--- src/rtl/tts_pkg.sv ---
// Constants, field layout and carrier types of the touch timing scheduler.
// Assumes a 250 MHz system clock and an 8-bit register port.
//
// Functional notes
// - Hold-limit code 0..15 selects 560 ms to 11200 ms; reset code is 10.
// - Touch held past the hold limit requests recalibration of that input.
// - Repeat interrupts are spaced (code+1)*35 ms; reset code is 4.
// - Hold-detect threshold (code+1)*35 ms, reset 7, repeat inputs only.
// - Repeat input touched longer than threshold becomes a press-and-hold.
// - Repeat input touched no longer than threshold stays a plain touch.
// - Samples per measurement are two to the sample-count code, reset 8.
// - All samples of one channel come back to back, channels in turn.
// - Channel result is updated only after averaging all its samples.
// - Sample period code selects 320 us, 640 us, 1.28 ms or 2.56 ms.
// - Cycle code selects a 35, 70, 105 or 140 ms sensing cycle; reset 1.
// - Each sensing cycle begins by sampling all enabled channels.
// - After sampling the block idles in low power until cycle end.
// - Overlong sampling stretches the cycle; sample count has priority.
// - Hold-limit recalibration only while the global enable bit is one.
// - Press-and-hold interrupts at touch, then at each repeat interval.
// - Repeat-disabled input interrupts only on touch and optional release.
package tts_pkg;

  // Timebase
  localparam int unsigned CLK_PERIOD_NS = 4;
  localparam int unsigned TICK_NS       = 1000;
  localparam int unsigned TICK_CYCLES   = TICK_NS / CLK_PERIOD_NS;
  localparam int unsigned US_PER_MS     = 1000;

  // Timing figures
  localparam int unsigned REPEAT_STEP_MS = 35;
  localparam int unsigned PRESS_STEP_MS  = 35;
  localparam int unsigned CYCLE_STEP_MS  = 35;
  localparam int unsigned SAMPLE_BASE_US = 320;

  // Register offsets
  localparam logic [7:0] OFF_GLOBAL_CONFIG  = 8'h20;
  localparam logic [7:0] OFF_CHANNEL_ENABLE = 8'h21;
  localparam logic [7:0] OFF_TOUCH_TIMING   = 8'h22;
  localparam logic [7:0] OFF_HOLD_DETECT    = 8'h23;
  localparam logic [7:0] OFF_AVG_SAMPLING   = 8'h24;
  localparam logic [7:0] OFF_REPEAT_ENABLE  = 8'h28;
  localparam logic [7:0] OFF_EVENT_STATUS   = 8'h30;
  localparam logic [7:0] OFF_EVENT_MASK     = 8'h31;
  localparam logic [7:0] OFF_HOLD_STATE     = 8'h32;
  localparam logic [7:0] OFF_SEQ_STATUS     = 8'h33;

  // Reset values
  localparam logic [7:0] RST_GLOBAL_CONFIG  = 8'h00;
  localparam logic [7:0] RST_CHANNEL_ENABLE = 8'hff;
  localparam logic [7:0] RST_TOUCH_TIMING   = 8'ha4;
  localparam logic [7:0] RST_HOLD_DETECT    = 8'h07;
  localparam logic [7:0] RST_AVG_SAMPLING   = 8'h39;
  localparam logic [7:0] RST_REPEAT_ENABLE  = 8'hff;
  localparam logic [7:0] RST_EVENT_MASK     = 8'hff;

  // Field positions
  localparam int unsigned GC_REL_INT_DIS_BIT = 0;
  localparam int unsigned GC_RECAL_EN_BIT    = 3;
  localparam int unsigned TT_HOLD_LSB        = 4;
  localparam int unsigned TT_REPEAT_LSB      = 0;
  localparam int unsigned HD_PRESS_LSB       = 0;
  localparam int unsigned AS_COUNT_LSB       = 4;
  localparam int unsigned AS_PERIOD_LSB      = 2;
  localparam int unsigned AS_CYCLE_LSB       = 0;
  localparam int unsigned SS_LOW_POWER_BIT   = 4;
  localparam int unsigned SS_SAMPLING_BIT    = 5;

  // Hold-limit decode in ms
  function automatic logic [13:0] hold_limit_ms(input logic [3:0] code);
    logic [13:0] ms;
    ms = 14'd0;
    unique case (code)
      4'h0: ms = 14'd560;
      4'h1: ms = 14'd840;
      4'h2: ms = 14'd1120;
      4'h3: ms = 14'd1400;
      4'h4: ms = 14'd1680;
      4'h5: ms = 14'd2240;
      4'h6: ms = 14'd2800;
      4'h7: ms = 14'd3360;
      4'h8: ms = 14'd3920;
      4'h9: ms = 14'd4480;
      4'ha: ms = 14'd5600;
      4'hb: ms = 14'd6720;
      4'hc: ms = 14'd7840;
      4'hd: ms = 14'd8906;
      4'he: ms = 14'd10080;
      4'hf: ms = 14'd11200;
    endcase
    return ms;
  endfunction

  typedef enum logic [1:0] {
    TTS_SLEEP  = 2'b00,
    TTS_SEEK   = 2'b01,
    TTS_SAMPLE = 2'b11
  } tts_seq_state_t;

  typedef struct packed {
    logic       start;
    logic [2:0] channel;
  } tts_sample_req_t;

  typedef struct packed {
    logic        valid;
    logic [2:0]  channel;
    logic [15:0] value;
  } tts_result_t;

endpackage

--- src/rtl/tts_scheduler.sv ---
// Touch timing scheduler: sensing-cycle sequencer, sample averaging,
// per-input hold timing, repeat interrupts and recalibration requests.
// Assumes touch flags and sample data come from front-end logic on SYS_CLK.
//
// Our own choice: the address-and-strobe port.
module tts_scheduler #(
  parameter int unsigned TICK_CYCLES = tts_pkg::TICK_CYCLES
) (
  input  wire logic                     SYS_CLK,
  input  wire logic                     RESET,
  input  wire logic [7:0]               REG_ADDR,
  input  wire logic [7:0]               REG_WDATA,
  input  wire logic                     REG_WR,
  input  wire logic                     REG_RD,
  output logic [7:0]                    REG_RDATA,
  input  wire logic [7:0]               TOUCH_DET,
  input  wire logic [15:0]              SAMPLE_DATA,
  output tts_pkg::tts_sample_req_t      SAMPLE_REQ,
  output tts_pkg::tts_result_t          AVG_RESULT,
  output logic                          LOW_POWER,
  output logic [7:0]                    RECAL_REQ,
  output logic                          IRQ
);

  logic [7:0]  global_config_r;
  logic [7:0]  channel_enable_r;
  logic [7:0]  touch_timing_config_r;
  logic [7:0]  hold_detect_config_r;
  logic [7:0]  averaging_sampling_config_r;
  logic [7:0]  repeat_enable_r;
  logic [7:0]  event_status_r;
  logic [7:0]  event_mask_r;

  logic [15:0] tick_cnt_r;
  logic        tick;

  logic [23:0] hold_us_r [8];
  logic [23:0] rpt_us_r  [8];
  logic [7:0]  touch_prev_r;
  logic [7:0]  held_r;
  logic [7:0]  recal_done_r;

  logic [7:0]  onset;
  logic [7:0]  ev_release;
  logic [7:0]  ev_repeat;
  logic [7:0]  recal_fire;
  logic [7:0]  rpt_wrap;
  logic [7:0]  events;

  logic [3:0]  hold_limit_code;
  logic [3:0]  repeat_interval_code;
  logic [3:0]  press_code;
  logic [2:0]  sample_count_code;
  logic [1:0]  sample_period_code;
  logic [1:0]  cycle_code;
  logic        hold_limit_recal_enable;
  logic        release_int_disable;
  logic [23:0] hold_limit_us;
  logic [23:0] rpt_limit_us;
  logic [23:0] press_limit_us;
  logic [23:0] sample_us;
  logic [23:0] cycle_us;
  logic [7:0]  last_sample;

  tts_pkg::tts_seq_state_t state_r;
  logic [2:0]  ch_r;
  logic [7:0]  smp_cnt_r;
  logic [23:0] smp_us_r;
  logic [23:0] cyc_us_r;
  logic [22:0] acc_r;
  logic [22:0] acc_sum;
  logic        smp_end;
  logic        cycle_over;

  // Field extraction
  assign hold_limit_code      =
    touch_timing_config_r[tts_pkg::TT_HOLD_LSB +: 4];
  assign repeat_interval_code =
    touch_timing_config_r[tts_pkg::TT_REPEAT_LSB +: 4];
  assign press_code           =
    hold_detect_config_r[tts_pkg::HD_PRESS_LSB +: 4];
  assign sample_count_code    =
    averaging_sampling_config_r[tts_pkg::AS_COUNT_LSB +: 3];
  assign sample_period_code   =
    averaging_sampling_config_r[tts_pkg::AS_PERIOD_LSB +: 2];
  assign cycle_code           =
    averaging_sampling_config_r[tts_pkg::AS_CYCLE_LSB +: 2];
  assign hold_limit_recal_enable =
    global_config_r[tts_pkg::GC_RECAL_EN_BIT];
  assign release_int_disable  = global_config_r[tts_pkg::GC_REL_INT_DIS_BIT];

  // Decoded limits in microseconds
  assign hold_limit_us  = 24'(int'(tts_pkg::hold_limit_ms(hold_limit_code))
                          * tts_pkg::US_PER_MS);
  assign rpt_limit_us   = 24'((int'(repeat_interval_code) + 1)
                          * tts_pkg::REPEAT_STEP_MS
                          * tts_pkg::US_PER_MS);
  assign press_limit_us = 24'((int'(press_code) + 1)
                          * tts_pkg::PRESS_STEP_MS
                          * tts_pkg::US_PER_MS);
  assign sample_us      = 24'(tts_pkg::SAMPLE_BASE_US
                          << sample_period_code);
  assign cycle_us       = 24'((int'(cycle_code) + 1)
                          * tts_pkg::CYCLE_STEP_MS
                          * tts_pkg::US_PER_MS);
  assign last_sample    = 8'((1 << sample_count_code) - 1);

  // Microsecond timebase
  assign tick = (tick_cnt_r == 16'(TICK_CYCLES - 1));

  always_ff @(posedge SYS_CLK) begin
    if (RESET || tick) begin
      tick_cnt_r <= 16'h0000;
    end else begin
      tick_cnt_r <= tick_cnt_r + 16'h0001;
    end
  end

  // Register writes
  always_ff @(posedge SYS_CLK) begin
    if (RESET) begin
      global_config_r             <= tts_pkg::RST_GLOBAL_CONFIG;
      channel_enable_r            <= tts_pkg::RST_CHANNEL_ENABLE;
      touch_timing_config_r       <= tts_pkg::RST_TOUCH_TIMING;
      hold_detect_config_r        <= tts_pkg::RST_HOLD_DETECT;
      averaging_sampling_config_r <= tts_pkg::RST_AVG_SAMPLING;
      repeat_enable_r             <= tts_pkg::RST_REPEAT_ENABLE;
      event_mask_r                <= tts_pkg::RST_EVENT_MASK;
    end else if (REG_WR) begin
      unique case (REG_ADDR)
        tts_pkg::OFF_GLOBAL_CONFIG: begin
          global_config_r <= REG_WDATA & 8'h09;
        end
        tts_pkg::OFF_CHANNEL_ENABLE: channel_enable_r <= REG_WDATA;
        tts_pkg::OFF_TOUCH_TIMING: touch_timing_config_r <= REG_WDATA;
        tts_pkg::OFF_HOLD_DETECT: begin
          hold_detect_config_r <= REG_WDATA & 8'h0f;
        end
        tts_pkg::OFF_AVG_SAMPLING: begin
          averaging_sampling_config_r <= REG_WDATA & 8'h7f;
        end
        tts_pkg::OFF_REPEAT_ENABLE: repeat_enable_r <= REG_WDATA;
        tts_pkg::OFF_EVENT_MASK: event_mask_r <= REG_WDATA;
        default: ;
      endcase
    end
  end

  // Read data stands for one cycle after the read strobe
  always_ff @(posedge SYS_CLK) begin
    if (RESET || !REG_RD) begin
      REG_RDATA <= 8'h00;
    end else begin
      unique case (REG_ADDR)
        tts_pkg::OFF_GLOBAL_CONFIG:  REG_RDATA <= global_config_r;
        tts_pkg::OFF_CHANNEL_ENABLE: REG_RDATA <= channel_enable_r;
        tts_pkg::OFF_TOUCH_TIMING:   REG_RDATA <= touch_timing_config_r;
        tts_pkg::OFF_HOLD_DETECT:    REG_RDATA <= hold_detect_config_r;
        tts_pkg::OFF_AVG_SAMPLING:   REG_RDATA <= averaging_sampling_config_r;
        tts_pkg::OFF_REPEAT_ENABLE:  REG_RDATA <= repeat_enable_r;
        tts_pkg::OFF_EVENT_STATUS:   REG_RDATA <= event_status_r;
        tts_pkg::OFF_EVENT_MASK:     REG_RDATA <= event_mask_r;
        tts_pkg::OFF_HOLD_STATE:     REG_RDATA <= held_r;
        tts_pkg::OFF_SEQ_STATUS: begin
          REG_RDATA <= {2'b00, state_r == tts_pkg::TTS_SAMPLE,
                        state_r == tts_pkg::TTS_SLEEP, 1'b0, ch_r};
        end
        default: REG_RDATA <= 8'h00;
      endcase
    end
  end

  // Per-input event decode
  always_comb begin
    for (int i = 0; i < 8; i++) begin
      onset[i]    = TOUCH_DET[i] & ~touch_prev_r[i];
      rpt_wrap[i] = tick && (rpt_us_r[i] + 24'h000001 >= rpt_limit_us);
      // Press-and-hold ends silently; plain touches report release
      ev_release[i] = ~TOUCH_DET[i] & touch_prev_r[i] & ~release_int_disable
                      & ~(repeat_enable_r[i] & held_r[i]);
      ev_repeat[i]  = TOUCH_DET[i] & ~onset[i] & repeat_enable_r[i]
                      & held_r[i] & rpt_wrap[i];
      recal_fire[i] = hold_limit_recal_enable & TOUCH_DET[i] & ~onset[i]
                      & ~recal_done_r[i]
                      & (hold_us_r[i] > hold_limit_us);
    end
    events = onset | ev_release | ev_repeat;
  end

  // Per-input hold and repeat timers
  always_ff @(posedge SYS_CLK) begin
    if (RESET) begin
      touch_prev_r <= 8'h00;
      held_r       <= 8'h00;
      recal_done_r <= 8'h00;
      for (int i = 0; i < 8; i++) begin
        hold_us_r[i] <= 24'h000000;
        rpt_us_r[i]  <= 24'h000000;
      end
    end else begin
      touch_prev_r <= TOUCH_DET;
      for (int i = 0; i < 8; i++) begin
        if (!TOUCH_DET[i] || onset[i]) begin
          hold_us_r[i]    <= 24'h000000;
          rpt_us_r[i]     <= 24'h000000;
          held_r[i]       <= 1'b0;
          recal_done_r[i] <= 1'b0;
        end else begin
          if (tick && hold_us_r[i] != 24'hffffff) begin
            hold_us_r[i] <= hold_us_r[i] + 24'h000001;
          end
          if (rpt_wrap[i]) begin
            rpt_us_r[i] <= 24'h000000;
          end else if (tick) begin
            rpt_us_r[i] <= rpt_us_r[i] + 24'h000001;
          end
          // Only repeat inputs classify; otherwise remains a plain touch
          if (repeat_enable_r[i] && hold_us_r[i] > press_limit_us) begin
            held_r[i] <= 1'b1;
          end
          if (recal_fire[i]) begin
            recal_done_r[i] <= 1'b1;
          end
        end
      end
    end
  end

  always_ff @(posedge SYS_CLK) begin
    if (RESET) begin
      RECAL_REQ <= 8'h00;
    end else begin
      RECAL_REQ <= recal_fire;
    end
  end

  // Sticky event status, write one to clear, new events win
  always_ff @(posedge SYS_CLK) begin
    if (RESET) begin
      event_status_r <= 8'h00;
    end else if (REG_WR && REG_ADDR == tts_pkg::OFF_EVENT_STATUS) begin
      event_status_r <= (event_status_r & ~REG_WDATA) | events;
    end else begin
      event_status_r <= event_status_r | events;
    end
  end

  assign IRQ = |(event_status_r & event_mask_r);

  // Sensing-cycle sequencer
  assign smp_end    = tick && (smp_us_r + 24'h000001 >= sample_us);
  assign acc_sum    = acc_r + 23'(SAMPLE_DATA);
  assign cycle_over = (cyc_us_r >= cycle_us);
  assign LOW_POWER  = (state_r == tts_pkg::TTS_SLEEP);

  always_ff @(posedge SYS_CLK) begin
    if (RESET) begin
      cyc_us_r <= 24'h000000;
    end else if (state_r == tts_pkg::TTS_SLEEP && cycle_over) begin
      cyc_us_r <= 24'h000000;
    end else if (tick && cyc_us_r != 24'hffffff) begin
      cyc_us_r <= cyc_us_r + 24'h000001;
    end
  end

  always_ff @(posedge SYS_CLK) begin
    if (RESET) begin
      state_r    <= tts_pkg::TTS_SEEK;
      ch_r       <= 3'h0;
      smp_cnt_r  <= 8'h00;
      smp_us_r   <= 24'h000000;
      acc_r      <= 23'h000000;
      SAMPLE_REQ <= '0;
      AVG_RESULT <= '0;
    end else begin
      SAMPLE_REQ.start <= 1'b0;
      AVG_RESULT.valid <= 1'b0;
      unique case (state_r)
        tts_pkg::TTS_SLEEP: begin
          // Stretched cycles restart at once since the count is past
          if (cycle_over) begin
            ch_r    <= 3'h0;
            state_r <= tts_pkg::TTS_SEEK;
          end
        end
        tts_pkg::TTS_SEEK: begin
          if (channel_enable_r[ch_r]) begin
            smp_cnt_r          <= 8'h00;
            smp_us_r           <= 24'h000000;
            acc_r              <= 23'h000000;
            SAMPLE_REQ.start   <= 1'b1;
            SAMPLE_REQ.channel <= ch_r;
            state_r            <= tts_pkg::TTS_SAMPLE;
          end else if (ch_r == 3'h7) begin
            state_r <= tts_pkg::TTS_SLEEP;
          end else begin
            ch_r <= ch_r + 3'h1;
          end
        end
        tts_pkg::TTS_SAMPLE: begin
          if (smp_end) begin
            smp_us_r <= 24'h000000;
            // Lowering the count mid-measurement must not strand a channel
            if (smp_cnt_r >= last_sample) begin
              AVG_RESULT.valid   <= 1'b1;
              AVG_RESULT.channel <= ch_r;
              AVG_RESULT.value   <=
                16'(acc_sum >> sample_count_code);
              if (ch_r == 3'h7) begin
                state_r <= tts_pkg::TTS_SLEEP;
              end else begin
                ch_r    <= ch_r + 3'h1;
                state_r <= tts_pkg::TTS_SEEK;
              end
            end else begin
              acc_r              <= acc_sum;
              smp_cnt_r          <= smp_cnt_r + 8'h01;
              SAMPLE_REQ.start   <= 1'b1;
              SAMPLE_REQ.channel <= ch_r;
            end
          end else if (tick) begin
            smp_us_r <= smp_us_r + 24'h000001;
          end
        end
        default: state_r <= tts_pkg::TTS_SLEEP;
      endcase
    end
  end

endmodule

--- config.mk ---
export PLATFORM = sky130hd
export DESIGN_NAME = tts_scheduler
export DESIGN_NICKNAME = d
export VERILOG_FILES = /design/src/rtl/tts_pkg.sv /design/src/rtl/tts_scheduler.sv
export SDC_FILE = /design/constraint.sdc
export NUM_CORES = 2
export LEC_CHECK = 0
export ABC_AREA = 1
export BUFFER_PORTS_ARGS = -buffer_cell sky130_fd_sc_hd__clkbuf_2
export CORE_ASPECT_RATIO = 0.5
export CORE_UTILIZATION = 55
export CTS_CLUSTER_DIAMETER = 100
export DETAILED_ROUTE_END_ITERATION = 10
export GPL_ROUTABILITY_DRIVEN = 0
export GPL_TIMING_DRIVEN = 0
export PLACE_DENSITY = 0.71
export SETUP_SLACK_MARGIN = 0.1
export SLEW_MARGIN = 5
export SYNTH_ARGS = -nofsm -noshare
export SYNTH_HDL_FRONTEND = slang
export SYNTH_SLANG_ARGS = --single-unit
--- constraint.sdc ---
create_clock -name SYS_CLK -period 15.2 [get_ports SYS_CLK]
set_clock_uncertainty 0.2 [all_clocks]
set_input_delay 0.76 -clock SYS_CLK [delete_from_list [all_inputs] [get_ports SYS_CLK]]
set_output_delay 0.76 -clock SYS_CLK [all_outputs]
set_load 0.02 [all_outputs]
==> flow_summary.yaml <==
critical_path:
  timing.setup.critical_path_class: "flip-flop to flip-flop"
  critical_path.endpoint_type: "flip-flop"
  cp_top_family: "adder cells"
  crit_path_top_delay_cell: "sky130_fd_sc_hd__ha_1"
  timing.critical_path.from: "hold_detect_config_r[0]"
  slowest_delay_ps: 680
  critical_path.startpoint_type: "flip-flop"
  reg2reg_from: "hold_detect_config_r[0]"
  crit_top_cell: "sky130_fd_sc_hd__ha_1"
  worst-endpoint-required_ps: 15550
  timing.critical_path.arrival_ps: 10080
  critical_path.max_fanout: 14
  cp_bufs_invs: 4
  cp_num_cells: 35
  timing.reg2reg.worst_path_depth: 35
cts:
  clock-sinks: 613
  cts_buffer_depth: 3
  tritoncts.num_buffers: 60
  post_cts_repair_timing_setup_buffer_count: 0
  post_cts_hold_buffer_count: 0
  cts-root-buf: "sky130_fd_sc_hd__clkbuf_16"
  cts.reportedPaths.clkPinSlew_ps: 70
  clock_tree_from_tritoncts: "yes"
  cts.htree.levels: 2
  postCtsResizedCells: 0
  clk-insertion-delay-late_ps: 690
pwr:
  power_density_nw_per_um2: 78.07
  p_leak_nw: 25.45
  total_power_mw: 4.424
  vdd_drop_max_v: 0.00008793
final_layout:
  fin_util_pct: 60.80
  final_nets: 7780
  fraction_of_layout_instances_using_a_drive_strength_above_1_pct: 5.926
  syn_to_final_growth_pct: 9.287
  final-seq-area_sq_um: 16120
  most_frequent_standard_cell_in_the_layout_excluding_fill_and_tap_cells: "sky130_fd_sc_hd__nand2_1"
  multiInputGateArea_sq_um: 32120
  num-fill-cells: 8205
  mostFrequentLayoutCells: "1379 x sky130_fd_sc_hd__nand2_1, 942 x sky130_fd_sc_hd__inv_1, 876 x sky130_fd_sc_hd__nor2_1"
placement:
  place_worst_setup_slack_ps: 5443
  detailed_place_hpwl_mm: 115.5
  buffer_ports.inserted: 85
synthesis:
  ys_async_sr_fraction_pct: 0
  synth.ff_latch_count: 613
  synthesized_instance_count: 6750
  ys_dominant_reg_cell: "sky130_fd_sc_hd__edfxtp_1"
  synth_enable_flop_cells: 384
  syn_area_sq_um: 51860
  yosysUniqueCellTypes: 68
  netlist_top_cells_area: "sky130_fd_sc_hd__edfxtp_1 22%, sky130_fd_sc_hd__ha_1 16%, sky130_fd_sc_hd__nand2_1 10%"
  yosysWarningCount: 0
  yosys.area.top_type_share_pct: 22.24
  cell_accounting_for_the_most_synthesized_area: "sky130_fd_sc_hd__edfxtp_1"
  synthesis.area_per_instance_sq_um: 7.682
  synth.yosys.seq_area_share_pct: 31.08
floorplanning:
  die-area_sq_um: 95590
  core_region_area_sq_um: 93210
  die_h_um: 219.1
  start_util_pct: 55.63
  die_w_um: 436.2
  boundary_pins: 86
  count_of_standard_cell_rows: 79
run_status:
  status: "complete, no violations"
routing:
  drt-initial-drc-count: 4469
  ant_nets: 0
  drc: 0
  num_vias: 47173
  drt_wl_total_mm: 150.1
  count_of_tritonroute_iterations_in_the_first_routing_pass: 8
  post_drt_wl_per_cell_um: 18.17
  via_per_inst: 5.710
grt:
  grt.met1_usage_pct: 41.79
  grtUsageTotal_pct: 30.90
  overflow: 0
  globalRouteMet2Util_pct: 49.08
  antenna_found_initial: 5
  gr-max-usage-layer: "met2"
  grt_pass1_wl_mm: 235.8
  grt_start_max_net_pins: 25
  gr-usage-met3_pct: 5.754
  via_count_of_the_first_global_routing_pass: 44581
timing:
  layout_min_cycle_time_ps: 9736
  timing.final.hold_violations: 0
  grt_setup_unrepaired: "false"
  fmax_mhz: 102.7
  worst_slew_margin_rel_pct: 2.986
  finalWorstSetupSlack_ps: 5464
  setup-tns-final_ps: 0
  min_period_over_period_pct: 64.05
  timing_worst_slew_pin_value_ps: 1444
  final_setup_viols: 0
  finalMaxSlewViolations: 0
run:
  drv.max_cap_violation_count: 0
worst_hold_path:
  worst_hold_startpoint: "TOUCH_DET[2]"
  min_path_type: "input pin to flip-flop"
  hold_path_depth: 3
[where the power goes]
group	internal (mW)	switching (mW)	total (mW)
clock network	0.853	0.719	1.57
logic	0.309	0.678	0.987
registers	1.81	0.0561	1.87
[stage by stage]
step,hold WS (ps),cell area [sq um],std cells
after detailed placement,240.8,54670,8146
after CTS,74.57,56660,8258
after floorplan,223.9,51940,6773
after global routing,111.8,56670,8260
final,101.2,56670,8261
after global placement,233.9,53940,8113
[worst register-to-register path, delay by kind of cell, from the launching register on]
kind / cells / cell delay, ps
AO/OA/AOI/OAI: 10 / 2220
XOR/XNOR: 2 / 750
adder cells (fa/ha/maj): 10 / 3840
buffers and inverters: 4 / 990
flip-flops: 1 / 580
AND/OR/NAND/NOR: 9 / 1030
[logic make-up (layout without fill, tap and decap cells)]
| group | count (synthesis) | count (layout) | synth area share [%] |
|---|---|---|---|
| buffers and inverters | 1052 | 1282 | 7.813 |
| AOI/OAI and AO/OA | 802 | 802 | 8.710 |
| and+or+nand+nor | 3178 | 3178 | 26.58 |
| DFF | 613 | 613 | 31.08 |
| adders and majority gates | 783 | 783 | 20.40 |
| other | 2 | 28 | 0.01448 |
| xor gates and xnor gates | 319 | 319 | 5.388 |
| muxes | 1 | 1 | 0.01930 |
[synthesized netlist by cell type (27+ instances only)]
| master | number |
|---|---|
| sky130_fd_sc_hd__nor3b_1 | 28 |
| sky130_fd_sc_hd__inv_1 | 942 |
| sky130_fd_sc_hd__fa_1 | 104 |
| sky130_fd_sc_hd__nand4_1 | 177 |
| sky130_fd_sc_hd__nand2_1 | 1380 |
| sky130_fd_sc_hd__nand3_1 | 379 |
| sky130_fd_sc_hd__ha_1 | 679 |
| sky130_fd_sc_hd__xnor2_1 | 97 |
| sky130_fd_sc_hd__a31oi_1 | 31 |
| sky130_fd_sc_hd__a21oi_1 | 422 |
| sky130_fd_sc_hd__nor3_1 | 157 |
| sky130_fd_sc_hd__dfxtp_1 | 229 |
| sky130_fd_sc_hd__nor4_1 | 47 |
| sky130_fd_sc_hd__edfxtp_1 | 384 |
| sky130_fd_sc_hd__o21ai_0 | 179 |
| sky130_fd_sc_hd__xor2_1 | 222 |
| sky130_fd_sc_hd__nor2_1 | 876 |
| sky130_fd_sc_hd__clkbuf_1 | 49 |
| sky130_fd_sc_hd__nor2_2 | 27 |
[state kept, by name, summed over array words and instances, names as in the netlist, 16 cells and up, named ones only]
name	cells
cyc_us_r	24
tick_cnt_r	16
smp_us_r	24
acc_r	23
hold_us_r	192
rpt_us_r	192
AVG_RESULT	20
[layer usage]
layer	vias to the layer above	part of all wire [%]
met4	0	4.2
li1	22875	-
met2	1956	44
met3	405	9.4
met1	21937	43
met5	-	0
[layout make-up]
class	count	area share, %
Clock inverter	24	0.3245
Clock buffer	88	3.181
Tap cell	1255	2.771
Timing Repair Buffer	118	1.446
Sequential cell	613	28.44
Multi-Input combinational cell	5108	56.68
Antenna cell	3	0.01325
Inverter	956	6.332
Buffer	96	0.8169
[worst paths after layout]
path	end	slack (ps)
setup / recovery	held_r[2]	5460
hold / removal	touch_prev_r[2]	100
setup reg to reg	held_r[2]	5460
hold reg to reg	recal_done_r[2]	250
Power figures use the tool's default switching activity.
